<file path="config.mk">
export PLATFORM = sky130hd
export DESIGN_NAME = usb_endpoint_engine_control
export DESIGN_NICKNAME = d
export VERILOG_FILES = /design/src/common/usb_engine_pkg.sv /design/src/common/line_sense_if.sv /design/src/hdl/line_state_monitor.sv /design/src/hdl/usb_endpoint_engine_control.sv
export SDC_FILE = /design/constraint.sdc
export NUM_CORES = 1
export LEC_CHECK = 0
export BUFFER_PORTS_ARGS = -buffer_cell sky130_fd_sc_hd__buf_2
export CORE_MARGIN = 10
export CORE_UTILIZATION = 53
export DETAILED_ROUTE_END_ITERATION = 8
export GPL_ROUTABILITY_DRIVEN = 0
export MAX_ROUTING_LAYER = met4
export PLACE_DENSITY = 0.75
export SETUP_SLACK_MARGIN = 0.05
export SYNTH_ARGS = -nofsm -noshare
export SYNTH_HDL_FRONTEND = slang
export SYNTH_SLANG_ARGS = --single-unit
</file>
<file path="constraint.sdc">
create_clock -name i_clk -period 2.1 [get_ports i_clk]
set_input_delay 0 -clock i_clk [delete_from_list [all_inputs] [get_ports i_clk]]
set_output_delay 0 -clock i_clk [all_outputs]
set_load 0.01 [all_outputs]
</file>
<file path="src/common/usb_engine_pkg.sv">
`default_nettype none
package usb_engine_pkg;
    // i/o register offsets
    localparam logic [7:0] EP0_TRANSMIT_CONFIG_OFFSET = 8'h10;
    localparam logic [7:0] EP1_TRANSMIT_CONFIG_OFFSET = 8'h11;
    localparam logic [7:0] LINK_SC_OFFSET = 8'h13;
    localparam logic [7:0] EP0_RX_OFFSET = 8'h14;
    // every register clears to this
    localparam logic [7:0] REG_RESET = 8'h00;
    // transmit config fields; bit 4 is rx error on endpoint 0, enable on endpoint 1
    localparam int TX_IN_ARM_BIT = 7;
    localparam int TX_TOGGLE_BIT = 6;
    localparam int TX_STALL_BIT = 5;
    localparam int TX_RX_ERR_BIT = 4;
    localparam int TX_EP1_EN_BIT = 4;
    // status and control fields
    localparam int SC_OUT_EN_BIT = 4;
    localparam int SC_AUTO_STAT_BIT = 3;
    localparam int SC_DRIVE_J_BIT = 2;
    localparam int SC_DRIVE_K_BIT = 1;
    localparam int SC_BUS_ACT_BIT = 0;
    // endpoint 0 receive status fields
    localparam int RX_TOGGLE_BIT = 3;
    localparam int RX_IN_BIT = 2;
    localparam int RX_OUT_BIT = 1;
    localparam int RX_SETUP_BIT = 0;
    // payload limit and crc bytes added to the receive count
    localparam logic [3:0] MAX_PAYLOAD = 4'h8;
    localparam logic [3:0] CRC_BYTES = 4'h2;
    // token kinds from the packet layer
    typedef enum logic [1:0] {TOK_OUT, TOK_IN, TOK_SETUP} token_t;
    // handshake kinds sent to the packet layer
    typedef enum logic [1:0] {HS_ACK, HS_NAK, HS_STALL} handshake_t;
endpackage
`default_nettype wire

</file>
<file path="src/common/line_sense_if.sv">
`timescale 1ns/100ps
`default_nettype none
// raw line levels in, activity level out
interface line_sense_if;
    logic dp_raw; // d+ straight from the pin
    logic dm_raw; // d- straight from the pin
    logic non_idle; // synchronised, line not idle
    modport monitor (input dp_raw, input dm_raw, output non_idle);
    modport engine (output dp_raw, output dm_raw, input non_idle);
endinterface
`default_nettype wire

</file>
<file path="src/hdl/line_state_monitor.sv">
`timescale 1ns/100ps
`default_nettype none
module line_state_monitor (
    // clock and reset
    input wire logic i_clk,
    input wire logic i_nrst,
    // line levels and activity
    line_sense_if.monitor sense
);
    logic [1:0] dp_sync; // two-stage sync of d+
    logic [1:0] dm_sync; // two-stage sync of d-
    logic active; // registered non-idle level

    // synchronisers, reset to the idle levels
    always_ff @(posedge i_clk) begin
        if (!i_nrst) begin
            dp_sync <= 2'h0;
            dm_sync <= 2'h3;
        end else begin
            dp_sync <= {dp_sync[0], sense.dp_raw};
            dm_sync <= {dm_sync[0], sense.dm_raw};
        end
    end

    // idle is d+ low with d- high; anything else counts
    always_ff @(posedge i_clk) begin
        if (!i_nrst) begin
            active <= 1'b0;
        end else begin
            active <= dp_sync[1] | ~dm_sync[1];
        end
    end

    assign sense.non_idle = active;
endmodule // line_state_monitor
`default_nettype wire

</file>
<file path="src/hdl/usb_endpoint_engine_control.sv">
// Overview of operation
// - endpoint 1 in answer carries count bytes
// - endpoint 1 ignored unless enabled
// - endpoint 1 stall answers stall until cleared
// - endpoint 1 toggle select picks data0/data1
// - armed in sends data; ack disarms, interrupts
// - setup always stored; ack valid, silent error
// - out enable stores out; else nak
// - out enable cleared by setup, acked out
// - auto status: ack zero data1, stall rest
// - setup token clears auto status
// - non-idle line sets bus activity flag
// - write zero clears activity; one keeps
// - drive bits force k or j state
// - reset clears status and transmit registers
// - crc, pid, stuff or oversize is error
// - setup/out data error sets error bit
// - endpoint 0 stall; cleared by setup
`timescale 1ns/100ps
`default_nettype none
module usb_endpoint_engine_control (
    // clock and reset
    input wire logic i_clk,
    input wire logic i_nrst,
    // firmware i/o register port
    input wire logic [7:0] i_io_addr,
    input wire logic i_io_wr,
    input wire logic [7:0] i_io_wdata,
    output logic [7:0] o_io_rdata,
    // decoded token from the packet layer
    input wire logic i_tok_valid,
    input wire usb_engine_pkg::token_t i_tok_type,
    input wire logic [3:0] i_tok_ep,
    // end of a received data packet
    input wire logic i_data_done,
    input wire logic i_data_err,
    input wire logic i_data_pid1,
    input wire logic [3:0] i_data_len,
    // host acknowledged our in data
    input wire logic i_in_ack,
    // handshake request
    output logic o_hs_valid,
    output usb_engine_pkg::handshake_t o_hs_code,
    // in data request
    output logic o_in_send,
    output logic o_in_ep1,
    output logic [3:0] o_in_count,
    output logic o_in_toggle,
    // endpoint 0 fifo commit and interrupts
    output logic o_fifo_commit,
    output logic o_ep0_int,
    output logic o_ep1_int,
    // line pins and forced states
    input wire logic i_usb_dp,
    input wire logic i_usb_dm,
    output logic o_drive_j,
    output logic o_drive_k
);
    logic [7:0] ep0_transmit_config; // endpoint 0 transmit config
    logic [7:0] ep1_transmit_config; // endpoint 1 transmit config
    logic [7:0] scr; // link status and control
    logic [7:0] ep0_rx; // endpoint 0 receive status
    usb_engine_pkg::token_t cur_tok; // token of the open transaction
    logic cur_ep1; // open transaction is for endpoint 1
    logic tok_live; // a token awaits its data packet
    logic in_wait; // in data sent, awaiting ack
    logic in_wait_ep1; // which endpoint that in was

    line_sense_if sense ();
    assign sense.dp_raw = i_usb_dp;
    assign sense.dm_raw = i_usb_dm;

    // activity detector behind a two-flop sync
    line_state_monitor u_mon (
        .i_clk(i_clk),
        .i_nrst(i_nrst),
        .sense(sense)
    );

    // token decode
    wire tok_ep0 = i_tok_valid && (i_tok_ep == 4'h0);
    wire tok_ep1 = i_tok_valid && (i_tok_ep == 4'h1);
    wire setup_tok = tok_ep0 && (i_tok_type == usb_engine_pkg::TOK_SETUP);
    wire in0 = tok_ep0 && (i_tok_type == usb_engine_pkg::TOK_IN);
    wire in1 = tok_ep1 && (i_tok_type == usb_engine_pkg::TOK_IN);
    wire ep1_on = ep1_transmit_config[usb_engine_pkg::TX_EP1_EN_BIT];
    wire ep1_stall = ep1_transmit_config[usb_engine_pkg::TX_STALL_BIT];
    wire ep0_stall = ep0_transmit_config[usb_engine_pkg::TX_STALL_BIT];
    wire auto_stat = scr[usb_engine_pkg::SC_AUTO_STAT_BIT];
    wire out_on = scr[usb_engine_pkg::SC_OUT_EN_BIT];

    // in answers: stall first, then armed data, else nak
    wire in0_stall = in0 && ep0_stall;
    wire in0_send = in0 && !ep0_stall && ep0_transmit_config[usb_engine_pkg::TX_IN_ARM_BIT];
    wire in1_stall = in1 && ep1_on && ep1_stall;
    wire in1_send = in1 && ep1_on && !ep1_stall && ep1_transmit_config[usb_engine_pkg::TX_IN_ARM_BIT];
    wire in_nak = (in0 && !in0_stall && !in0_send) ||
        (in1 && ep1_on && !in1_stall && !in1_send);

    // data phase decode
    wire data_ev = i_data_done && tok_live;
    wire pkt_err = i_data_err || (i_data_len > usb_engine_pkg::MAX_PAYLOAD);
    wire is_setup = data_ev && !cur_ep1 && (cur_tok == usb_engine_pkg::TOK_SETUP);
    wire is_out = data_ev && !cur_ep1 && (cur_tok == usb_engine_pkg::TOK_OUT);
    wire out1_stall = data_ev && cur_ep1 && ep1_on && ep1_stall &&
        (cur_tok == usb_engine_pkg::TOK_OUT) && !pkt_err;
    wire out_stall = is_out && ep0_stall;
    wire out_stat = is_out && !ep0_stall && auto_stat;
    wire out_en = is_out && !ep0_stall && !auto_stat && out_on;
    wire out_nak = is_out && !ep0_stall && !auto_stat && !out_on && !pkt_err;
    wire status_ok = i_data_pid1 && (i_data_len == 4'h0);

    // table effects of the data phase
    wire fifo_wr = is_setup || out_en;
    wire upd_toggle = is_setup || out_stat || out_en;
    wire upd_count = is_setup || out_en || (out_stat && !pkt_err);
    wire err_set = (is_setup || is_out) && pkt_err;
    wire clr_out_on = setup_tok || (out_en && !pkt_err);
    wire ack_data = (is_setup || out_en || (out_stat && status_ok)) && !pkt_err;
    wire stall_data = ((out_stall || (out_stat && !status_ok)) && !pkt_err) || out1_stall;
    wire ack0 = i_in_ack && in_wait && !in_wait_ep1;
    wire ack1 = i_in_ack && in_wait && in_wait_ep1;

    // register writes, hardware updates applied on top
    wire wr0 = i_io_wr && (i_io_addr == usb_engine_pkg::EP0_TRANSMIT_CONFIG_OFFSET);
    wire wr1 = i_io_wr && (i_io_addr == usb_engine_pkg::EP1_TRANSMIT_CONFIG_OFFSET);
    wire wrs = i_io_wr && (i_io_addr == usb_engine_pkg::LINK_SC_OFFSET);
    wire wrr = i_io_wr && (i_io_addr == usb_engine_pkg::EP0_RX_OFFSET);
    wire [7:0] base0 = wr0 ? i_io_wdata : ep0_transmit_config;
    wire [7:0] base1 = wr1 ? i_io_wdata : ep1_transmit_config;
    wire [7:0] next_ep0_transmit_config = {base0[7] && !(setup_tok || ack0), base0[6],
        base0[5] && !setup_tok, base0[4] || err_set, base0[3:0]};
    wire [7:0] next_ep1_transmit_config = {base1[7] && !ack1, base1[6:0]};
    wire bus_activity_flag_keep = wrs ? (i_io_wdata[0] && scr[0]) : scr[0];
    wire [4:0] sc_base = wrs ? i_io_wdata[4:0] : scr[4:0];
    wire [7:0] next_scr = {3'h0, sc_base[4] && !clr_out_on, sc_base[3] && !setup_tok,
        sc_base[2:1], bus_activity_flag_keep || sense.non_idle};
    wire setup_hold = tok_live && (cur_tok == usb_engine_pkg::TOK_SETUP);
    wire [7:0] rx_base = wrr ? {4'h0, ep0_rx[3], 2'h0, ep0_rx[0] && setup_hold} : ep0_rx;
    wire [3:0] rx_count = upd_count ? 4'(i_data_len + usb_engine_pkg::CRC_BYTES) : rx_base[7:4];
    wire rx_toggle = upd_toggle ? i_data_pid1 : rx_base[3];
    wire rx_in = tok_ep0 ? (i_tok_type == usb_engine_pkg::TOK_IN) : rx_base[2];
    wire rx_out = tok_ep0 ? (i_tok_type == usb_engine_pkg::TOK_OUT) : rx_base[1];
    wire [7:0] next_ep0_rx = {rx_count, rx_toggle, rx_in, rx_out, rx_base[0] || setup_tok};

    // read mux, reserved and unmapped read zero
    wire [7:0] next_rdata =
        (i_io_addr == usb_engine_pkg::EP0_TRANSMIT_CONFIG_OFFSET) ? ep0_transmit_config :
        (i_io_addr == usb_engine_pkg::EP1_TRANSMIT_CONFIG_OFFSET) ? ep1_transmit_config :
        (i_io_addr == usb_engine_pkg::LINK_SC_OFFSET) ? scr :
        (i_io_addr == usb_engine_pkg::EP0_RX_OFFSET) ? ep0_rx : 8'h00;

    // register file
    always_ff @(posedge i_clk) begin
        if (!i_nrst) begin
            ep0_transmit_config <= usb_engine_pkg::REG_RESET;
            ep1_transmit_config <= usb_engine_pkg::REG_RESET;
            scr <= usb_engine_pkg::REG_RESET;
            ep0_rx <= usb_engine_pkg::REG_RESET;
            o_io_rdata <= 8'h00;
        end else begin
            ep0_transmit_config <= next_ep0_transmit_config;
            ep1_transmit_config <= next_ep1_transmit_config;
            scr <= next_scr;
            ep0_rx <= next_ep0_rx;
            o_io_rdata <= next_rdata;
        end
    end

    // open transaction tracking; disabled endpoint 1 takes none
    always_ff @(posedge i_clk) begin
        if (!i_nrst) begin
            cur_tok <= usb_engine_pkg::TOK_OUT;
            cur_ep1 <= 1'b0;
            tok_live <= 1'b0;
            in_wait <= 1'b0;
            in_wait_ep1 <= 1'b0;
        end else if (tok_ep0 || (tok_ep1 && ep1_on)) begin
            cur_tok <= i_tok_type;
            cur_ep1 <= tok_ep1;
            tok_live <= (i_tok_type != usb_engine_pkg::TOK_IN);
            in_wait <= in0_send || in1_send;
            in_wait_ep1 <= in1_send;
        end else begin
            tok_live <= tok_live && !i_data_done;
            in_wait <= in_wait && !i_in_ack;
        end
    end

    // answers to the packet layer, one cycle after the cause
    always_ff @(posedge i_clk) begin
        if (!i_nrst) begin
            o_hs_valid <= 1'b0;
            o_hs_code <= usb_engine_pkg::HS_NAK;
            o_in_send <= 1'b0;
            o_in_ep1 <= 1'b0;
            o_in_count <= 4'h0;
            o_in_toggle <= 1'b0;
            o_fifo_commit <= 1'b0;
            o_ep0_int <= 1'b0;
            o_ep1_int <= 1'b0;
        end else begin
            o_hs_valid <= ack_data || stall_data || out_nak || in_nak || in0_stall || in1_stall;
            o_hs_code <= ack_data ? usb_engine_pkg::HS_ACK :
                (stall_data || in0_stall || in1_stall) ? usb_engine_pkg::HS_STALL :
                usb_engine_pkg::HS_NAK;
            o_in_send <= in0_send || in1_send;
            o_in_ep1 <= in1_send;
            o_in_count <= in1_send ? ep1_transmit_config[3:0] : ep0_transmit_config[3:0];
            o_in_toggle <= in1_send ? ep1_transmit_config[usb_engine_pkg::TX_TOGGLE_BIT] :
                ep0_transmit_config[usb_engine_pkg::TX_TOGGLE_BIT];
            o_fifo_commit <= fifo_wr;
            o_ep0_int <= upd_count || ack0;
            o_ep1_int <= ack1;
        end
    end

    // forced line states for resume signalling
    assign o_drive_k = scr[usb_engine_pkg::SC_DRIVE_K_BIT];
    assign o_drive_j = scr[usb_engine_pkg::SC_DRIVE_J_BIT];
endmodule // usb_endpoint_engine_control
`default_nettype wire

</file>
Word-level counts from Yosys, hierarchy flattened
Cells that the tools add are included.

Muxes and demuxes: 19. Bitwise gates (word level): 3. $add $sub $neg: 1. Equality and inequality tests: 9. Reduce and logical (&&, ||, !) cells: 108. $lt $le $gt $ge: 1.

Operator list (number): 1-bit logical AND (58); 8-bit 2-to-1 mux (7); 8-bit by 5-bit == test with 1-bit output, second input constant (4); 1-bit logical OR (25); 1-bit logical NOT (18); 4-bit logical NOT (2); 1-bit 2-to-1 mux (8); 4-bit 2-to-1 mux (2); 5-bit 2-to-1 mux (1); 4-bit by 2-bit adder with 4-bit output, second input constant (1); 2-bit == test, second input constant (2); 4-bit by 1-bit == test with 1-bit output, second input constant (1); 4-bit > comparator, second input constant (1); 2-bit logical NOT (2); 2-bit nonzero test (2); 2-bit by 1-bit == test with 1-bit output, second input constant (1); 2-bit 2-to-1 mux (1); 2-bit by 1-bit inequality test with 1-bit output, second input constant (1); 1-bit NOT (2); 2-bit OR reduction (1); 1-bit OR (1).

Input bits: 36. Flip-flop bits (word level): 64. Output and inout port bits: 23. Word-level logic and storage cells: 171.

Longest topological paths before layout
Gate-level depths: netlist (run 1).

Depth in word-level cells: 14. Depth in mapped cells: 6. Mapped depth without buffers: 4.

Hierarchy
From an unflattened synthesis (run 1), not the netlist that was laid out.

Cells, all modules: 283. Area, all modules: 2613.8 sq um.

Modules (own cells, without submodules): usb_endpoint_engine_control (sequential area each 1121.1 sq um, times used 1, cells an instance 272, area an instance 2473.6 sq um); line_state_monitor (sequential area each 100.1 sq um, times used 1, cells an instance 11, area an instance 140.1 sq um).

Least setup slack after synthesis (run 1)
Ideal clock, no wire load.

Path kind: register to register. Start point: register ep0_transmit_config[5]. End point: register o_hs_valid. Slack: 0.551 ns. Buffers on the path: 1. Clock period less this slack: 1.549 ns. Required time: 1.975 ns. Setup time: 0.125 ns. Arrival time: 1.424 ns. Stages on the path, launching flop included: 6. Cell sequence: dfxtp_1 > buf_2 > o21ba_2 > o21ai_0 > o211ai_1 > o41a_1.

Word-level cells in the longest chain between the ends: 12. Elaborated cells on any way between the ends: 29. Classes of those cells: reduce/logical: 29.

RTL lines: start, declared (RTL line usb_endpoint_engine_control.sv:59) `logic [7:0] ep0_transmit_config;`; start signal, assigned (RTL line usb_endpoint_engine_control.sv:156) `ep0_transmit_config <= usb_engine_pkg::REG_RESET;`; start signal, assigned (RTL line usb_endpoint_engine_control.sv:162) `ep0_transmit_config <= next_ep0_transmit_config;`; 1-bit logical NOT; 1-bit logical AND (RTL line usb_endpoint_engine_control.sv:108, usb_endpoint_engine_control.sv:109, usb_endpoint_engine_control.sv:110); 1-bit logical AND (on tied branches) (RTL line usb_endpoint_engine_control.sv:109, usb_endpoint_engine_control.sv:110, usb_endpoint_engine_control.sv:108); 1-bit logical AND (on tied branches) (RTL line usb_endpoint_engine_control.sv:109, usb_endpoint_engine_control.sv:120); 1-bit logical OR (on tied branches) (RTL line usb_endpoint_engine_control.sv:119, usb_endpoint_engine_control.sv:120); 1-bit logical OR or 1-bit logical AND (tied branches) (RTL line usb_endpoint_engine_control.sv:119, usb_endpoint_engine_control.sv:120); 1-bit logical AND or 1-bit logical OR (tied branches) (RTL line usb_endpoint_engine_control.sv:119, usb_endpoint_engine_control.sv:120); 1-bit logical OR (3 in a row) (RTL line usb_endpoint_engine_control.sv:203) `o_hs_valid <= ack_data || stall_data || out_nak || in_nak || in0_stall || in1_stall;`; 1-bit logical OR (*) (2 in a row) (RTL line usb_endpoint_engine_control.sv:203); end signal, assigned (RTL line usb_endpoint_engine_control.sv:203); end, declared (RTL line usb_endpoint_engine_control.sv:42) `output logic o_hs_valid,`.

Every way passes the cells marked *; elsewhere a longest branch is shown, timed or not. A chain may end at the register's enable or synchronous reset.

Worst setup path after layout (run 1)
Start point: input port i_data_len[1]. End point: register ep0_rx[7].

Word-level cells in the longest chain between the ends: 6. Elaborated cells on any way between the ends: 8. Classes of those cells: add/sub: 1; order compare: 1; mux: 1; reduce/logical: 5.

RTL lines: start, declared (RTL line usb_endpoint_engine_control.sv:38) `input wire logic [3:0] i_data_len,`; 4-bit > comparator (RTL line usb_endpoint_engine_control.sv:102) `wire pkt_err = i_data_err || (i_data_len > usb_engine_pkg::MAX_PAYLOAD);`; 1-bit logical OR (RTL line usb_endpoint_engine_control.sv:102); 1-bit logical NOT (RTL line usb_endpoint_engine_control.sv:116) `wire upd_count = is_setup || out_en || (out_stat && !pkt_err);`; 1-bit logical AND (RTL line usb_endpoint_engine_control.sv:116); 1-bit logical OR (RTL line usb_endpoint_engine_control.sv:116); 4-bit 2-to-1 mux or 2-bit nonzero test (tied branches); end signal, assigned (RTL line usb_endpoint_engine_control.sv:159) `ep0_rx <= usb_engine_pkg::REG_RESET;`; end signal, assigned (RTL line usb_endpoint_engine_control.sv:165) `ep0_rx <= next_ep0_rx;`; end, declared (RTL line usb_endpoint_engine_control.sv:62) `logic [7:0] ep0_rx;`.

Several ways; a longest one is shown, not always the timed one.

==> results.cfg, run 1 <==
[cts]
post_cts_buffers = 0
htree_levels = 3
cts_buffers = 9
clkSlewWorstSetupHoldPaths_ns = 0.06
clkLatencyLatePin_ns = 0.34
cts_buffer_depth = 2
cts-root-buf = clkbuf_8
clkSinkCount = 61
cts_tree = built
postCtsHoldBufs = 17
ctsResizeCount = 0

[grt]
grt_max_degree = 39
grt_overflow = 0
grtUsageTotal_pct = 17.88
antenna_found_initial = 0
grt_pass1_wl_um = 11690
grt_pass1_vias = 2366

[critical_path]
path_buf_inv = 2
r2r_cells = 4
cp.depth = 6
arrival_ns = 1.94
crit_path_end_kind = flip-flop
worst_setup_path_start_kind = primary input
crit_family = compound AO/OA/AOI/OAI gates
worstReg2RegStart = scr[3]
required_ns = 2.34
crit_end = ep0_rx[7]
slowest_stage = dlygate4sd3_1
path_cells = dlygate4sd3_1 -> buf_2 -> o31ai_1 -> nand4bb_1 -> and2_1 -> a211oi_1
setup.worst_path.class = in2reg
crit_path_max_incr_delay_ns = 0.53
reg2reg_slack_ns = 0.48
r2r-end = o_hs_valid
crit_fanout = 4
crit_start = i_data_len[1]

[synthesis]
ys_types = 49
synth.avg_cell_area_um2 = 9.424
synth_warnings = 0
synth_common_cells = 61 x dfxtp_1, 39 x nor2_1, 33 x mux2i_1, 21 x nand2_1
yosysMostFrequentCell = dfxtp_1
seq_area_frac_synth_pct = 45.95
synth_area_leaders = dfxtp_1 46%, mux2i_1 12%, nor2_1 5.5%
syn_area_mm2 = 0.002658
ys.flop_type = dfxtp_1
syn-num-nets = 319
synthCells = 282
synth_edf_count = 0
synth_area_leader_cell = dfxtp_1
ys_async_sr_fraction_pct = 0
yosys_register_bits = 61
netlist.area_leader.share_pct = 45.95

[power]
pwr-share-seq_pct = 53.1
totalPowerFinal_mw = 2.199
p_int_mw = 1.691
p_per_area_mw_per_mm2 = 647.3
max-vdd-ir-drop_v = 0.0005901
comb_power_share_pct = 7.5
power_switching_mw = 0.5080
p_sw_share_pct = 23.10
power_leakage_nw = 1.599
pwr-share-clk_pct = 39.4

[routing]
wl_per_cell_um = 16.16
drc = 0
ant_nets = 0
drt-met1-wl_um = 3246
top_layer_used = met4
dr_total_vias = 2393
via_per_inst = 5.463
routed_wl_um = 7077
dr_wl_met2_um = 3284
first_pass_iters = 4
wl_met3_um = 428
first_iter_violations = 132

[floorplanning]
core.rowCount = 25
die_h_um = 90.81
dieArea_mm2 = 0.008246
die_width_um = 90.81
start_util_pct = 55.53
design.core.area_mm2 = 0.004786
io_pins = 59

[timing]
worst_slew_pin_slew_ns = 0.5928
timing.final.ws_setup_ns = 0.3948
fin_crit_ns = 1.705
setup_viol = 0
rsz0062_at_grt = no
hold_viol = 0
max_freq_mhz = 586.4
slew_headroom_pct = 59.92
tns_ns = 0
slew_viol_final = 0
fin_crit_sh_pct = 81.20
skew_ns = 0.006747
hold_ws_ns = 0.02105

[layout]
final_util_pct = 70.98
drive_gt1_share_pct = 24.53
num_antenna_cells = 0
area_growth_pct = 27.82
final_cells = 438
layout.nets = 404
final_cell_area_mm2 = 0.003397

[run]
drv_cap = 0

[place]
dp.cells = 406
port_buffers = 58
dp_slack_ns = 0.4844
post-dp-hpwl_um = 5146
dpl_cell_area_mm2 = 0.003068

[run_status]
status = finished, final reports clean

[hold_path]
hold_path_class = in2reg
[cell usage in the layout (no fill, tap or decap), drive strengths merged, types with 3 or more instances in the layout]
cell type	Yosys	layout
clkbuf	8	13
and2	4	4
inv	8	8
and3b	3	3
o311ai	3	3
nor2b	10	10
nand2b	7	7
nor2	39	39
nor4	3	3
and3	4	4
a21oi	10	10
dfxtp	61	61
nor3b	4	4
nand4b	3	3
nor3	5	5
nand2	21	21
o21ai	5	5
dlygate4sd3	0	17
o2bb2ai	4	4
buf	5	70
o21a	4	4
mux2i	33	33
o32ai	3	3
nand3	6	6
[cells by family (layout without fill, tap and decap cells)]
logic type	after synthesis	after routing	share of synthesized area [%]
adders and majority gates	1	1	0.4707
muxes	33	33	12.43
xor gates and xnor gates	1	1	0.3296
AOI/OAI and AO/OA	46	46	12.85
DFF	61	61	45.95
buffers and inverters	21	110	3.154
and+or+nand+nor	119	119	24.81
[flip-flops by register name, summed over array words and instances (netlist names), 2 cells and up]
register and count:
scr 5, u_mon.dp_sync 2, o_io_rdata 8, o_hs_code 2, o_in_count 4, ep0_rx 8, ep0_transmit_config 8, cur_tok 2
u_mon.dm_sync 2, ep1_transmit_config 8
[power groups by stage]
| stage | sequential, mW | clock (mW) | combinational [mW] |
|---|---|---|---|
| final | 1.17 | 0.866 | 0.165 |
| after global routing | 1.17 | 0.935 | 0.180 |
| after CTS | 1.17 | 0.883 | 0.162 |
| after detailed placement | 1.19 | 0 | 0.137 |
| after global placement | 1.19 | 0 | 0.135 |
| after floorplan | 1.19 | 0 | 0.0668 |
[worst min path at each step]
stage | start | to | slack [ns] | depth (start not counted)
2_1_floorplan | i_usb_dm | u_mon.dm_sync[0] | 0.10 | 1
5_1_grt | i_tok_ep[0] | ep0_rx[2] | 0.05 | 4
3_5_place_dp | i_usb_dm | u_mon.dm_sync[0] | 0.19 | 2
6_report | i_tok_ep[0] | ep0_rx[2] | 0.02 | 4
4_1_cts | i_tok_ep[0] | ep0_rx[2] | 0.007 | 4
3_3_place_gp | i_usb_dm | u_mon.dm_sync[0] | 0.19 | 2
[per-layer routing]
| layer | track usage, % | vias up |
|---|---|---|
| li1 | - | 1181 |
| met1 | 21.73 | 1130 |
| met2 | 27.46 | 69 |
| met3 | 5.320 | 13 |
| met4 | 6.397 | 0 |
| met5 | - | - |
[worst reg2reg max path: stages, from the launching register on]
cell	delay, ns
dfxtp_1	0.37
o21ba_2	0.21
o21ai_0	0.34
o211ai_1	0.16
o41a_1	0.43
[final cells by class]
class                      count  area (um2)
clock inverter                 2       10.01
clock buffer                  13       148.9
inverter                       8       30.03
timing repair buffer          87       550.5
sequential                    61        1221
tap                           67       83.83
fill                         402        1389
multi-input combinational    200        1353
Note: power is estimated with default switching activity, not from simulation.
==> run 2, diff against run 1 <==
--- a/config.mk
+++ b/config.mk
@@ -7,11 +7,11 @@
 export LEC_CHECK = 0
 export BUFFER_PORTS_ARGS = -buffer_cell sky130_fd_sc_hd__buf_2
 export CORE_MARGIN = 10
-export CORE_UTILIZATION = 53
+export CORE_UTILIZATION = 48
 export DETAILED_ROUTE_END_ITERATION = 8
 export GPL_ROUTABILITY_DRIVEN = 0
 export MAX_ROUTING_LAYER = met4
-export PLACE_DENSITY = 0.75
+export PLACE_DENSITY = 0.72
 export SETUP_SLACK_MARGIN = 0.05
 export SYNTH_ARGS = -nofsm -noshare
 export SYNTH_HDL_FRONTEND = slang
==> constraint.sdc (replaced) <==
create_clock -name i_clk -period 1.49 [get_ports i_clk]
set_input_delay 0 -clock i_clk [delete_from_list [all_inputs] [get_ports i_clk]]
set_output_delay 0 -clock i_clk [all_outputs]
set_load 0.01 [all_outputs]
==> run 2 against run 1 <==
  * Cell area increased by 7.6%
  * Worst hold slack improved by 0.0015 ns
  * Sequential share of layout area shrank 2.4 points
  * Flip-flop and latch count is the same
  * Routed wire length increased by 0.86%
  * Critical endpoint is now ep0_rx[5]
  * Highest routed layer unchanged
  * Critical path depth shrank 2
  * Power up 52%
  * Worst setup slack got worse by 0.31 ns
  * Register-to-register slack got worse by 0.39 ns
  * Die area increased by 8.1%
  * Clock power grew 69%
  * Largest power group unchanged
  * Clock skew down 0.0022 ns
==> results.cfg, run 2 (synthesized netlist as in run 1, its figures left out) <==
[run_status]
status = finished, final reports clean

[timing]
rsz0062_at_grt = yes
setup_viol = 0
timing.final.ws_setup_ns = 0.08756
slew_viol_final = 0
worst_slew_pin_slew_ns = 0.4110
skew_ns = 0.004569
fin_crit_sh_pct = 94.12
max_freq_mhz = 713.0
slew_headroom_pct = 72.60
hold_viol = 0
fin_crit_ns = 1.402

[critical_path]
crit_start = cur_ep1
crit_path_max_incr_delay_ns = 0.37
path_cells = and4bb_2 -> nand4bb_1 -> and2_4 -> o32ai_2
worst_setup_path_start_kind = flip-flop
crit_path_end_kind = flip-flop
cp.depth = 4
worstReg2RegStart = cur_ep1
path_buf_inv = 0
crit_fanout = 5
crit_end = ep0_rx[5]
slowest_stage = and4bb_2
crit_family = simple AND/OR/NAND/NOR gates
r2r_cells = 4
required_ns = 1.74
setup.worst_path.class = reg2reg
reg2reg_slack_ns = 0.09
r2r-end = ep0_rx[5]
arrival_ns = 1.66

[grt]
grtUsageTotal_pct = 17.05
grt_overflow = 0
antenna_found_initial = 0
grt_max_degree = 39
grt_pass1_wl_um = 11640
grt_pass1_vias = 2480

[floorplanning]
io_pins = 59
design.core.area_mm2 = 0.005439
start_util_pct = 48.86
die_width_um = 94.41
dieArea_mm2 = 0.008913
die_h_um = 94.41
core.rowCount = 27

[power]
power_switching_mw = 0.7816
power_leakage_nw = 1.734
pwr-share-seq_pct = 49.1
p_per_area_mw_per_mm2 = 916.8
p_sw_share_pct = 23.33
pwr-share-clk_pct = 43.5
max-vdd-ir-drop_v = 0.0005134
comb_power_share_pct = 7.4
p_int_mw = 2.568
totalPowerFinal_mw = 3.350

[layout]
final_cell_mix = 59 x dfxtp_1, 58 x buf_2, 39 x nor2_1
layout.nets = 428
fillers = 442
final_common_cell = dfxtp_1
area_growth_pct = 37.48
final_cells = 468
drive_gt1_share_pct = 32.07
num_antenna_cells = 0

[routing]
first_pass_iters = 4
dr_total_vias = 2425
ant_nets = 0
via_per_inst = 5.182
routed_wl_um = 7138
drc = 0
first_iter_violations = 176
wl_per_cell_um = 15.25

[cts]
clkSlewWorstSetupHoldPaths_ns = 0.07
cts-root-buf = clkbuf_8
cts_buffer_depth = 2
clkSinkCount = 61
htree_levels = 3
cts_tree = built
clkLatencyLatePin_ns = 0.34
cts_buffers = 9

[hold_path]
hold_path_class = in2reg

[run]
drv_cap = 0

[place]
dp_slack_ns = -0.09740
dp.cells = 432
post-dp-hpwl_um = 5165
port_buffers = 58
[run 2: changes by cell type in the layout (fill, tap and decap cells not counted), sizes merged]
cell	previous run	this run
clkinvlp	0	3
buf	70	95
clkbuf	13	10
bufinv	0	1
dlygate4sd3	17	16
[run 2: power groups by stage]
stage,sequential (mW),clock [mW],combinational [mW]
after CTS,1.65,1.50,0.243
after floorplan,1.68,0,0.0950
after global routing,1.64,1.56,0.272
after global placement,1.68,0,0.207
final,1.64,1.46,0.247
after detailed placement,1.68,0,0.209
[run 2: worst reg2reg max path, cell delays in order, from the launching register on]
cell       delay (ns)
dfxtp_1          0.34
and4bb_2         0.37
nand4bb_1        0.21
and2_4           0.22
o32ai_2          0.18
[run 2: cell type report]
| cell class | count | area (um2) | area share (%) |
|---|---|---|---|
| multi-input cells | 200 | 1379 | 37.74 |
| flip-flops and latches | 61 | 1226 | 33.56 |
| repair buffers | 111 | 728.2 | 19.93 |
| clock buffers | 10 | 137.6 | 3.767 |
| well taps | 72 | 90.09 | 2.466 |
| clock inverters | 6 | 62.56 | 1.712 |
| inverters | 8 | 30.03 | 0.8219 |
[run 2: worst min-delay path by stage]
stage                             to  slack (ns)         from  cells past startpoint
detailed placement  u_mon.dm_sync[0]        0.18     i_usb_dm                      2
CTS                        ep0_rx[2]       0.003  i_tok_ep[0]                      4
global route               ep0_rx[2]        0.04  i_tok_ep[0]                      4
global placement    u_mon.dm_sync[0]        0.18     i_usb_dm                      2
finish                      tok_live        0.02  i_data_done                      4
floorplan           u_mon.dm_sync[0]        0.10     i_usb_dm                      1
[run 2: per-stage QoR]
step / cell area, um2 / TNS [ns] / hold slack, ns / util [%]
2_1_floorplan: 2669 / 0 / 0.1015 / -
3_3_place_gp: 3242 / -0.2533 / 0.1804 / 59.60
3_5_place_dp: 3242 / -0.3799 / 0.1833 / 59.60
4_1_cts: 3627 / 0 / 0.002961 / 66.69
5_1_grt: 3654 / -0.04104 / 0.04060 / 67.17
6_report: 3654 / 0 / 0.02258 / 67.17
[run 2: layer usage]
layer  global-route usage [%]  wire, um  share of wire [%]  vias to the layer above
met3                    4.441       366                5.1                       11
met5                        -         0                  0                        -
met1                    20.02      3220                 45                     1115
met2                    26.77      3404                 48                       69
met4                    7.722       147                2.1                        0
li1                         -         -                  -                     1230
[run 2: timing repair]
item                                    CTS  global route
hold endpoints to repair                 28             0
endpoints found under the setup margin    8             7
setup buffers                             3             1
resized for setup                         2             5
hold buffers                             16             0
pin swaps                                 4             6
==> run 3, diff against run 2 <==
--- a/config.mk
+++ b/config.mk
@@ -15,4 +15,5 @@
 export SETUP_SLACK_MARGIN = 0.05
 export SYNTH_ARGS = -nofsm -noshare
 export SYNTH_HDL_FRONTEND = slang
+export SYNTH_HIERARCHICAL = 1
 export SYNTH_SLANG_ARGS = --single-unit
==> run 3 against run 2 <==
  * Combinational power down 8.5%
  * Final cell count down 2.1%
  * Clock power up 14%
  * Critical path depth unchanged
  * Synthesized area down 1.6%
  * Cell area down 0.48%
  * Synthesized cell count up 0.35%
  * Critical endpoint is now cur_tok[1]
  * Highest routed layer unchanged
==> results.cfg, run 3 <==
[grt]
grt_max_degree = 17
antenna_found_initial = 0
grt_overflow = 0
grtUsageTotal_pct = 17.69
grt_pass1_wl_um = 11850
grt_pass1_vias = 2423

[synthesis]
seq_area_frac_synth_pct = 46.72
ys_types = 48
synth_area_leaders = dfxtp_1 47%, mux2i_1 12%, nor2_1 7.6%
ys_async_sr_fraction_pct = 0
synth.avg_cell_area_um2 = 9.236
synth_edf_count = 0
synth_xor_area_share_pct = 0.3351
synth_warnings = 6
synth_common_cells = 61 x dfxtp_1, 53 x nor2_1, 32 x mux2i_1, 18 x nand2_1, 14 x a21oi_1
yosys_register_bits = 61
syn_area_mm2 = 0.002614
synth_compound_area_share_pct = 13.02
syn-num-nets = 320
netlist.area_leader.share_pct = 46.72
ys.flop_type = dfxtp_1
synth-adder-area-share_pct = 0.4787
yosysMostFrequentCell = dfxtp_1
synth_simple_gate_area_share_pct = 23.31
synthCells = 283
synth_top_family_by_area = simple AND/OR/NAND/NOR gates
synth_area_leader_cell = dfxtp_1
synthMuxAreaShare_pct = 12.25

[cts]
cts_tree = built
cts-root-buf = clkbuf_8
htree_levels = 3
cts_buffer_depth = 2
clkSlewWorstSetupHoldPaths_ns = 0.07
clkSinkCount = 61
clkLatencyLatePin_ns = 0.35
cts_buffers = 9

[power]
pwr-share-seq_pct = 46.6
pwr-share-clk_pct = 47.0
p_sw_share_pct = 21.40
power_leakage_nw = 1.610
max-vdd-ir-drop_v = 0.0009194
p_per_area_mw_per_mm2 = 971.0
p_int_mw = 2.775
comb_power_share_pct = 6.4
power_switching_mw = 0.7557

[hold_path]
holdPathEnd = ep0_rx[7]
hold_path_class = in2reg
whs_path_depth = 4
worstHoldStart = i_data_len[3]

[critical_path]
arrival_ns = 1.68
crit_family = simple AND/OR/NAND/NOR gates
crit_fanout = 6
slowest_stage = dfxtp_1
worst_setup_path_start_kind = flip-flop
crit_path_end_kind = flip-flop
required_ns = 1.72
path_buf_inv = 0
r2r_cells = 4
reg2reg_slack_ns = 0.04
crit_path_max_incr_delay_ns = 0.35
path_cells = and3_2 -> nor2_2 -> mux2i_1 -> nor2_1
worstReg2RegStart = ep1_transmit_config[4]
r2r-end = cur_tok[1]
setup.worst_path.class = reg2reg

[layout]
final_cells = 458
num_antenna_cells = 0
area_growth_pct = 39.11
final_util_pct = 69.86
final_cell_mix = 58 x dfxtp_1, 58 x buf_2, 52 x nor2_1
layout.nets = 420
drive_gt1_share_pct = 32.73

[run]
drv_cap = 0

[routing]
first_iter_violations = 123
ant_nets = 0
via_per_inst = 5.155
first_pass_iters = 4
routed_wl_um = 7559
drc = 0
wl_per_cell_um = 16.50
dr_total_vias = 2361

[floorplanning]
io_pins = 59
dieArea_mm2 = 0.008797
design.core.area_mm2 = 0.005205
die_h_um = 93.79
core.rowCount = 26
start_util_pct = 50.22
die_width_um = 93.79

[place]
post-dp-hpwl_um = 5245
dp.cells = 420
port_buffers = 58

[timing]
fin_crit_ns = 1.449
setup_viol = 0
fin_crit_sh_pct = 97.25
hold_viol = 0
max_freq_mhz = 690.1
rsz0062_at_grt = yes
slew_viol_final = 0
slew_headroom_pct = 70.01
skew_ns = 0.008940
worst_slew_pin_slew_ns = 0.4458

[run_status]
status = finished, final reports clean
run 3: repair_timing:
action                     4_1_cts  5_1_grt
cloned                           0        1
gates resized for setup          6       14
hold endpoints to repair        28        0
pin swaps                        2        5
setup buffers                    1        5
setup endpoints to repair        6       15
hold buffers                    15        0
run 3: kinds of logic after synthesis:
| kind of cell | Yosys count |
|---|---|
| xor+xnor | 1 |
| buf+inv | 20 |
| simple gates | 118 |
| fa+ha+maj | 1 |
| flops | 61 |
| mux | 32 |
| compound gates | 50 |
run 3: worst max-delay path by stage:
stage | startpoint | to | slack, ns | depth (start not counted)
final | ep1_transmit_config[4] | cur_tok[1] | 0.04 | 4
after global routing | cur_tok[0] | ep0_rx[5] | 0.03 | 5
after CTS | cur_ep1 | ep0_rx[6] | 0.04 | 5
after detailed placement | cur_ep1 | ep0_rx[5] | -0.02 | 5
after global placement | cur_tok[0] | ep0_rx[6] | 0.04 | 5
after floorplan | ep0_transmit_config[5] | o_hs_valid | 0.08 | 6
run 3: cell type report:
type / count / area, um2
clock inverter: 4 / 70.07
timing repair buffer: 101 / 700.7
clock buffer: 12 / 155.1
fill: 426 / 1569
tap: 70 / 87.58
sequential: 61 / 1227
multi-input combinational: 203 / 1369
inverter: 7 / 26.28
run 3: through the flow:
step           total power [mW]  TNS [ns]  setup WS (ns)  hold slack, ns  cell area, um2
2_1_floorplan             1.762         0        0.07759         0.07304            2614
3_3_place_gp              1.865         0        0.03721          0.1895            3119
3_5_place_dp              1.866  -0.04237       -0.01525          0.1843            3119
4_1_cts                   3.554         0        0.03664       0.0001874            3522
5_1_grt                   3.648         0        0.03286         0.04285            3636
6_report                  3.530         0        0.04097         0.02625            3636
run 3: metal layers:
layer	GRT usage, %	vias up	part of all wire, %	wire [um]
met5	-	-	0	0
met1	20.16	1098	44	3297
li1	-	1183	-	-
met2	28.17	68	49	3710
met3	4.556	12	5.1	383
met4	8.861	0	2.2	169
run 3: worst register-to-register path: cells and delay by family, from the launching register on:
kind	cells	cell delay, ns
simple gates	3	0.65
flops	1	0.35
mux	1	0.35
run 3: power by group through the flow:
stage | logic (mW) | registers (mW) | clock network [mW]
6_report | 0.226 | 1.64 | 1.66
5_1_grt | 0.247 | 1.64 | 1.76
4_1_cts | 0.217 | 1.65 | 1.69
3_5_place_dp | 0.184 | 1.68 | 0
3_3_place_gp | 0.183 | 1.68 | 0
2_1_floorplan | 0.0811 | 1.68 | 0
